### config.mk
export PLATFORM = sky130hd
export DESIGN_NAME = pcid_bank
export DESIGN_NICKNAME = d
export VERILOG_FILES = /design/src/rtl/pcid_pkg.sv /design/src/rtl/pcid_word_zero.sv /design/src/rtl/pcid_bank.sv
export SDC_FILE = /design/constraint.sdc
export NUM_CORES = 1
export LEC_CHECK = 0
export ABC_AREA = 0
export BUFFER_PORTS_ARGS = -buffer_cell sky130_fd_sc_hd__buf_2
export CORE_AREA = 5 5 42 44
export CTS_BUF_LIST = sky130_fd_sc_hd__clkbuf_8
export DETAILED_ROUTE_END_ITERATION = 8
export DIE_AREA = 0 0 47 49
export GPL_TIMING_DRIVEN = 0
export PLACE_DENSITY_LB_ADDON = 0.15
export SLEW_MARGIN = 20
export SYNTH_ARGS = -nofsm -noshare
export SYNTH_HDL_FRONTEND = slang
export SYNTH_SLANG_ARGS = --single-unit
export TNS_END_PERCENT = 20
### constraint.sdc
create_clock -name clk_i -period 1.45 [get_ports clk_i]
set_input_delay 0.29 -clock clk_i [delete_from_list [all_inputs] [get_ports clk_i]]
set_output_delay 0.29 -clock clk_i [all_outputs]
set_load 0.05 [all_outputs]
### src/rtl/pcid_pkg.sv
/*
  Package for the processor configuration identification bank.
  Holds special-register numbering, field positions of word zero,
  implementation levels and the packed read request type.
  Assumes the core presents a 14-bit special-register number.
*/
package pcid_pkg;

  // Implementation level of the identification bank
  localparam logic [1:0] PCID_LEVEL_NONE = 2'h0;
  localparam logic [1:0] PCID_LEVEL_BASIC = 2'h1;
  localparam logic [1:0] PCID_LEVEL_FULL = 2'h2;

  // Special-register numbering: upper digits select the bank
  localparam int PCID_SPR_W = 14;
  localparam logic [PCID_SPR_W-5:0] PCID_SPR_BANK = 10'h200;
  localparam int PCID_NUM_REGS = 13;
  localparam logic [3:0] PCID_LAST_REG = 4'hC;

  // Registers read in two halves on a narrow datapath
  localparam logic [3:0] PCID_REG_ADDR_LO = 4'h6;
  localparam logic [3:0] PCID_REG_ADDR_HI = 4'h7;
  localparam logic [3:0] PCID_REG_EXT_LO = 4'h8;
  localparam logic [3:0] PCID_REG_EXT_HI = 4'h9;

  // Field positions of word zero, little-endian bit index in a 32-bit word
  // (big-endian bit k sits at index 31-k)
  localparam int PCID_B_LEVEL = 31;
  localparam int PCID_B_SHIFTER = 30;
  localparam int PCID_B_DIVIDER = 29;
  localparam int PCID_B_MULT = 28;
  localparam int PCID_B_FLOAT = 27;
  localparam int PCID_B_EXCEPT = 26;
  localparam int PCID_B_ICACHE = 25;
  localparam int PCID_B_DCACHE = 24;
  localparam int PCID_B_MMGT = 23;
  localparam int PCID_B_BRCACHE = 22;
  localparam int PCID_B_ENDIAN = 21;
  localparam int PCID_B_FAULT = 20;
  localparam int PCID_B_STACK = 19;
  localparam int PCID_B_REORDER = 18;
  localparam int PCID_B_WIDE = 17;
  localparam int PCID_F_VERSION_LSB = 8;
  localparam int PCID_F_USER_LSB = 0;

  // Reset value of the answer register
  localparam logic [63:0] PCID_RESET_DATA = 64'h0;

  // Read request from the core
  typedef struct packed {
    logic valid;
    logic ext;
    logic [PCID_SPR_W-1:0] spr;
  } pcid_req_t;

endpackage

### src/rtl/pcid_word_zero.sv
/*
  Builds configuration word zero from build-time parameters.
  Pure combinational constant; assumes the caller places it in the
  proper half of a wide datapath.
*/
`timescale 1ns/1ps
module pcid_word_zero import pcid_pkg::*; #(
  parameter logic [1:0] LEVEL = PCID_LEVEL_FULL,
  parameter bit USE_SHIFTER = 1'b0,
  parameter bit USE_DIVIDER = 1'b0,
  parameter bit USE_MULT = 1'b0,
  parameter bit USE_FLOAT = 1'b0,
  parameter bit USE_EXCEPT = 1'b0,
  parameter bit USE_ICACHE = 1'b0,
  parameter bit USE_DCACHE = 1'b0,
  parameter logic [1:0] MMGT_LEVEL = 2'h0,
  parameter bit USE_BRCACHE = 1'b0,
  parameter bit USE_FAULT = 1'b0,
  parameter bit USE_STACK = 1'b0,
  parameter bit USE_REORDER = 1'b0,
  parameter bit WIDE = 1'b0,
  parameter logic [7:0] VERSION = 8'h00,
  parameter logic [7:0] USER_ONE = 8'h00
) (
  output wire logic [31:0] word_o
);

  logic [31:0] w;

  // Assemble the word; unlisted bits stay zero
  always_comb begin
    w = 32'h0;
    w[PCID_B_LEVEL] = (LEVEL == PCID_LEVEL_FULL);
    w[PCID_B_SHIFTER] = USE_SHIFTER;
    w[PCID_B_DIVIDER] = USE_DIVIDER;
    w[PCID_B_MULT] = USE_MULT;
    w[PCID_B_FLOAT] = USE_FLOAT;
    w[PCID_B_ICACHE] = USE_ICACHE;
    w[PCID_B_DCACHE] = USE_DCACHE;
    w[PCID_B_MMGT] = (MMGT_LEVEL != 2'h0);
    w[PCID_B_BRCACHE] = USE_BRCACHE;
    w[PCID_B_EXCEPT] = USE_EXCEPT | (MMGT_LEVEL != 2'h0);
    w[PCID_B_ENDIAN] = 1'b1;
    w[PCID_B_FAULT] = USE_FAULT;
    w[PCID_B_STACK] = USE_STACK;
    w[PCID_B_REORDER] = USE_REORDER;
    w[PCID_B_WIDE] = WIDE;
    w[PCID_F_VERSION_LSB +: 8] = VERSION;
    w[PCID_F_USER_LSB +: 8] = USER_ONE;
  end

  assign word_o = w;

endmodule

### src/rtl/pcid_bank.sv
/*
  Processor configuration identification bank.
  Answers move-from-special reads one cycle after the request with a
  registered word. Assumes the core holds no expectation of writes:
  the bank has no write port, so writes cannot change it.
*/
`timescale 1ns/1ps
module pcid_bank import pcid_pkg::*; #(
  parameter logic [1:0] LEVEL = PCID_LEVEL_FULL,
  parameter int DATA_W = 32,
  parameter int ADDR_W = 32,
  parameter logic [1:0] MMGT_LEVEL = 2'h0,
  parameter bit USE_SHIFTER = 1'b0,
  parameter bit USE_DIVIDER = 1'b0,
  parameter bit USE_MULT = 1'b0,
  parameter bit USE_FLOAT = 1'b0,
  parameter bit USE_EXCEPT = 1'b0,
  parameter bit USE_ICACHE = 1'b0,
  parameter bit USE_DCACHE = 1'b0,
  parameter bit USE_BRCACHE = 1'b0,
  parameter bit USE_FAULT = 1'b0,
  parameter bit USE_STACK = 1'b0,
  parameter bit USE_REORDER = 1'b0,
  parameter logic [7:0] VERSION = 8'h00, // Arbitrary release code
  parameter logic [7:0] USER_ONE = 8'h00,
  // Contents of words one to twelve, laid out elsewhere; all 64 bits each
  parameter logic [12*64-1:0] OTHER_WORDS = '0
) (
  input wire logic clk_i,
  input wire logic rst_n_i,
  input wire pcid_req_t req_i,
  output logic ack_o,
  output logic hit_o,
  output logic [DATA_W-1:0] data_o,
  output logic status_bit_o
);

  // Refuse builds the logic cannot serve, at elaboration
  if (DATA_W != 32 && DATA_W != 64) begin : g_bad_data_w
    $error("DATA_W must be 32 or 64");
  end
  if (ADDR_W < 32 || ADDR_W > 64) begin : g_bad_addr_w
    $error("ADDR_W must be 32 to 64");
  end
  // Level code three has no meaning
  if (LEVEL == 2'h3) begin : g_bad_level
    $error("LEVEL code three is not defined");
  end

  localparam bit WIDE = (DATA_W == 64);
  // Extended data addressing on a narrow datapath
  localparam bit EXT_ADDR = !WIDE && (ADDR_W > 32);
  // Physical address extension
  localparam bit PHYS_ADDR_EXT = !WIDE && (MMGT_LEVEL == 2'h3) && (ADDR_W > 32);

  logic [31:0] word_zero;
  logic [63:0] sel_word; // Selected word, 64 bits
  logic [3:0] idx; // Register number within the bank
  logic in_bank; // Number falls in the bank
  logic impl; // Register exists at this level
  logic split; // Register read in two halves
  logic [DATA_W-1:0] data_nxt;
  logic ack_r;
  logic hit_r;
  logic [DATA_W-1:0] data_r;

  // Decide whether a register is split on a narrow datapath
  function automatic logic is_split(input logic [3:0] n);
    is_split = (EXT_ADDR && (n == PCID_REG_EXT_LO || n == PCID_REG_EXT_HI)) ||
               (PHYS_ADDR_EXT && (n == PCID_REG_ADDR_LO || n == PCID_REG_ADDR_HI));
  endfunction

  // Word zero from build parameters
  pcid_word_zero #(
    .LEVEL(LEVEL),
    .USE_SHIFTER(USE_SHIFTER),
    .USE_DIVIDER(USE_DIVIDER),
    .USE_MULT(USE_MULT),
    .USE_FLOAT(USE_FLOAT),
    .USE_EXCEPT(USE_EXCEPT),
    .USE_ICACHE(USE_ICACHE),
    .USE_DCACHE(USE_DCACHE),
    .MMGT_LEVEL(MMGT_LEVEL),
    .USE_BRCACHE(USE_BRCACHE),
    .USE_FAULT(USE_FAULT),
    .USE_STACK(USE_STACK),
    .USE_REORDER(USE_REORDER),
    .WIDE(WIDE),
    .VERSION(VERSION),
    .USER_ONE(USER_ONE)
  ) u_word_zero (
    .word_o(word_zero)
  );

  assign status_bit_o = (LEVEL != PCID_LEVEL_NONE);

  assign in_bank = (req_i.spr[PCID_SPR_W-1:4] == PCID_SPR_BANK);
  assign idx = req_i.spr[3:0];
  // Thirteen registers exist, so digit C is accepted despite the printed range
  always_comb begin
    unique case (LEVEL)
      PCID_LEVEL_BASIC: impl = in_bank && (idx == 4'h0);
      PCID_LEVEL_FULL: impl = in_bank && (idx <= PCID_LAST_REG);
      default: impl = 1'b0;
    endcase
  end
  assign split = is_split(idx);

  // Fetch the 64-bit word for the register number
  always_comb begin
    sel_word = 64'h0;
    if (idx == 4'h0) begin
      // word zero sits in low half
      sel_word = {32'h0, word_zero};
    end else if (idx <= PCID_LAST_REG) begin
      sel_word = OTHER_WORDS[(idx - 4'h1) * 64 +: 64];
    end
  end

  // Choose the returned bits
  always_comb begin
    data_nxt = '0;
    if (impl) begin
      if (WIDE) begin
        data_nxt = sel_word[DATA_W-1:0];
      end else if (req_i.ext && split) begin
        // upper half on extended read
        // Cast keeps the select legal when the wide build elaborates it
        data_nxt = DATA_W'(sel_word[63:32]);
      end else if (!req_i.ext) begin
        // Low half on normal read
        data_nxt = sel_word[DATA_W-1:0];
      end
    end
  end

  // Answer register, one cycle after request
  always_ff @(posedge clk_i) begin
    if (!rst_n_i) begin
      ack_r <= 1'b0;
      hit_r <= 1'b0;
      data_r <= PCID_RESET_DATA[DATA_W-1:0];
    end else begin
      ack_r <= req_i.valid;
      hit_r <= req_i.valid && impl;
      // no write path, value rebuilt each read
      data_r <= req_i.valid ? data_nxt : '0;
    end
  end

  assign ack_o = ack_r;
  assign hit_o = hit_r;
  assign data_o = data_r;

  unimpl_zero_a: assert property (@(posedge clk_i) disable iff (!rst_n_i)
    req_i.valid && !impl |=> ack_o && data_o == '0 && !hit_o)
    else $error("unimplemented register read not zero");

  level_hit_a: assert property (@(posedge clk_i) disable iff (!rst_n_i)
    req_i.valid && in_bank && idx != 4'h0 && LEVEL != PCID_LEVEL_FULL |=> !hit_o)
    else $error("register beyond level answered");

  // endian bit on word zero read
  endian_one_a: assert property (@(posedge clk_i) disable iff (!rst_n_i)
    req_i.valid && impl && idx == 4'h0 && !req_i.ext
    |=> data_o[PCID_B_ENDIAN] == 1'b1)
    else $error("endianness bit not one");

  level_bit_a: assert property (@(posedge clk_i) disable iff (!rst_n_i)
    req_i.valid && impl && idx == 4'h0 && !req_i.ext
    |=> data_o[PCID_B_LEVEL] == (LEVEL == PCID_LEVEL_FULL))
    else $error("level bit wrong");

  except_bit_a: assert property (@(posedge clk_i) disable iff (!rst_n_i)
    req_i.valid && impl && idx == 4'h0 && !req_i.ext && MMGT_LEVEL != 2'h0
    |=> data_o[PCID_B_EXCEPT])
    else $error("exceptions bit clear with memory management");

  user_byte_a: assert property (@(posedge clk_i) disable iff (!rst_n_i)
    req_i.valid && impl && idx == 4'h0 && !req_i.ext
    |=> data_o[PCID_F_USER_LSB +: 8] == USER_ONE)
    else $error("user byte wrong");

  version_field_a: assert property (@(posedge clk_i) disable iff (!rst_n_i)
    req_i.valid && impl && idx == 4'h0 && !req_i.ext
    |=> data_o[PCID_F_VERSION_LSB +: 8] == VERSION)
    else $error("release code wrong");

  // extended read of unsplit register is zero
  ext_unsplit_a: assert property (@(posedge clk_i) disable iff (!rst_n_i)
    req_i.valid && req_i.ext && !split && !WIDE |=> data_o == '0)
    else $error("extended read of single-half register not zero");

  status_bit_a: assert property (@(posedge clk_i) disable iff (!rst_n_i)
    status_bit_o == (LEVEL != PCID_LEVEL_NONE))
    else $error("status indicator wrong");

endmodule

# Yosys cells after proc, flatten, opt, wreduce, memory -nomap -nowiden
# Cells that the tools add are included.
# op_classes
add_sub_neg	1
multipliers	0
div_mod_pow	0
order_cmp	1
eq_ne	1
shifts	1
n_mux	2
bitwise	4
n_reduce_logical	5
# ops
op	count
variable part select 768 x 33 -> 32 bit (first input constant)	1
2-to-1 mux 32 bit	2
== test 10 bit (second input constant)	1
OR reduction 6 bit	1
subtractor 4 x 1 -> 5 bit (second input constant)	1
less-or-equal comparator 4 bit (second input constant)	1
zero test 4 bit	1
inverter 1 bit	4
OR reduction 4 bit	1
logical AND 1 bit	2
# totals
regBits	34
latchBits	0
ramBits	0
mem_bits_ro	0
inputBits	18
output_inout_bits	35
word_cells	19
memories	0

# Logic depth before layout (Yosys ltp)
# logic_depth
word_depth	4
depth_mapped	3

# By module
# A second synthesis with hierarchy kept.
# unflattened
cells_unflattened	156
area_unflattened_um2	1695.4
# modules_own_cells
mod	n_inst	cells_each	area_per_inst_um2	seq_area_each_um2
pcid_bank	1	122	1447.6	680.7
pcid_word_zero	1	34	247.7	0.0

# Worst setup path before layout
# No wires, ideal clock.
# synth_timing
path_kind	reg-to-output
from	register, netlist name data_o[21]
to	output port data_o[31]
arrival_time_ps	894
t_required_ps	1160
setup_slack_ps	266
path_stages_with_launch	2
n_path_buf	1
path_cell_list	dfxtp_1 buf_4
# synth_rtl
element	line	rtl
to (decl)	pcid_bank.sv:34	output logic [DATA_W-1:0] data_o,

==> flow_metrics.py <==
metrics = {
    "synth": {
        "netlist_top_cells_area": "buf_4 63%, dfxtp_1 16%, nor4_2 6.6%, o2111a_2 3.3%, and4b_1 2.6%",
        "synth-edff-count": 0,
        "synth_top_area_frac": 0.632,
        "synth_ff_type": "dfxtp_1",
        "seq_area_frac_synth": 0.158,
        "syn_area_um2": 380,
        "synth_top_cell_by_area": "buf_4",
        "ys_warn_count": 0,
        "synth_seq_cells": 3,
        "yosysUniqueCellTypes": 11,
        "avgSynthCellArea_um2": 8.27,
        "async_flop_share": 0,
        "synth.most_common_cell": "buf_4",
        "syn_inst": 46,
        "synth_common_cells": "32 x buf_4, 3 x dfxtp_1, 2 x conb_1, 2 x nor4_2",
    },
    "timing": {
        "worst_slack_ps": 290,
        "maxSlewViolCount": 0,
        "post-route-min-period_ps": 1160,
        "hold_slack_ps": 293,
        "setup_violations": 0,
        "fin_tns_setup_ps": 0,
        "fin_crit_sh": 0.800,
        "hold_violations": 0,
        "max_freq_mhz": 862,
        "rsz0062_at_grt": "no",
    },
    "clock_tree": {
        "path_clk_slew_ps": 30,
        "cts_sinks": 3,
        "cts_resized": 0,
        "htree_levels": 1,
        "ctsHoldBuffers": 0,
        "clock_path_buffers": 2,
        "tritoncts": "done",
        "clock-root-buffer": "clkbuf_8",
        "cts_setup_buffers": 0,
        "cts_buffers": 3,
    },
    "global_routing": {
        "antenna_found_initial": 0,
        "grt_max_degree": 3,
        "grt_pass1_wl_mm": 1.21,
        "grt_use_total": 0.0689,
        "overflow": 0,
        "grt_pass1_vias": 366,
    },
    "drt": {
        "via_per_inst": 2.96,
        "vias": 343,
        "avgRoutedWirePerCell_um": 7.09,
        "drc": 0,
        "firstDrtPassIters": 4,
        "finalWirelength_um": 822,
        "drtIter0Drc": 4,
        "ant_nets": 0,
    },
    "pwr": {
        "vdd_ir_drop_max_mv": 0.294,
        "leakage_nw": 0.438,
        "power_uw": 595,
        "power_density_nw_per_um2": 903,
    },
    "worst_setup_path": {
        "critPathLaunch": "data_o[21]",
        "cp_max_fo": 2,
        "critPathLaunchType": "register",
        "critPathMaxStageDelay_ps": 320,
        "critPathSlowestCell": "dfxtp_1",
        "end_kind": "output port",
        "critical-path-top-delay-family": "buffers and inverters",
        "critPathBufInv": 2,
        "worstPathRequired_ps": 1160,
        "cp_cell_sequence": "buf_4, buf_2",
        "critPathKind": "reg2out",
        "critPathArrivalTime_ps": 870,
    },
    "floorplanning": {
        "core_um2": 1400,
        "die_w_um": 47,
        "die_h_um": 49,
        "start_util": 0.271,
        "die_area_um2": 2300,
        "num_io_pins": 53,
        "rows": 14,
    },
    "cells_and_area": {
        "antenna_cells": 0,
        "nNetsFinal": 119,
        "area_growth_pct": 73.4,
        "multi_input_area_um2": 189,
        "fillers": 163,
        "register_area_um2": 60.1,
        "drive_above_1_share": 0.590,
    },
    "flow_run": {
        "maxCapViolCount": 0,
    },
    "placement": {
        "dp_slack_ps": 362,
        "port_buffers": 21,
        "routabilityCongestion": 0.595,
    },
    "hold_path": {
        "hold_path.class": "in2reg",
        "hp-start": "req_i[15]",
    },
    "outcome": {
        "status": "complete, no violations",
    },
}
[sequential cells by signal (all words and copies together) (netlist names)]
name and cells:
data_o 1, hit_o 1, ack_o 1
[cells by family (layout without fill, tap and decap cells)]
logic type | after synthesis | after routing | share of synthesized area
buffers and inverters | 32 | 57 | 0.632
AND/OR/NAND/NOR | 8 | 8 | 0.158
AO/OA/AOI/OAI | 1 | 1 | 0.0329
flip-flops | 3 | 3 | 0.158
other | 2 | 31 | 0.0197
[area by class of cell]
| class | count | area share |
|---|---|---|
| clock buffer | 3 | 0.0626 |
| sequential | 3 | 0.0911 |
| multi-input combinational | 40 | 0.287 |
| buffer | 32 | 0.364 |
| timing repair buffer | 21 | 0.159 |
| clock inverter | 1 | 0.00569 |
| tap | 16 | 0.0304 |
[layer usage]
layer	GRT usage	wire (um)	vias to the layer above
li1	-	-	192
met3	0.0369	123	0
met2	0.127	448	24
met1	0.0635	250	127
met5	0	0	-
met4	0.0138	0	0
[path summary, 6_finish.rpt]
path,end,depth (start not counted),slack [ps]
max,data_o[31],2,290
min,ack_o,2,290
[placed cells by master (no fill, tap or decap), drive strengths merged]
master,count
buf,53
conb,31
dfxtp,3
clkbuf,3
nor4,2
and2,1
nor2,1
nand2,1
and4b,1
o2111a,1
nor3,1
and3,1
inv,1
[per-stage QoR]
step	std cells	util	instance area, um^2
final	116	0.471	659
after floorplan	75	-	489
after CTS	116	0.471	659
after global placement	112	0.438	614
after global routing	116	0.471	659
after detailed placement	112	0.438	614
[report_power, final]
| group | total [mW] | switching [mW] | internal (mW) |
|---|---|---|---|
| clock | 0.230 | 0.0497 | 0.180 |
| combinational | 0.281 | 0.203 | 0.0780 |
| sequential | 0.0849 | 0.000218 | 0.0846 |
(Power assumes the default switching activity.)
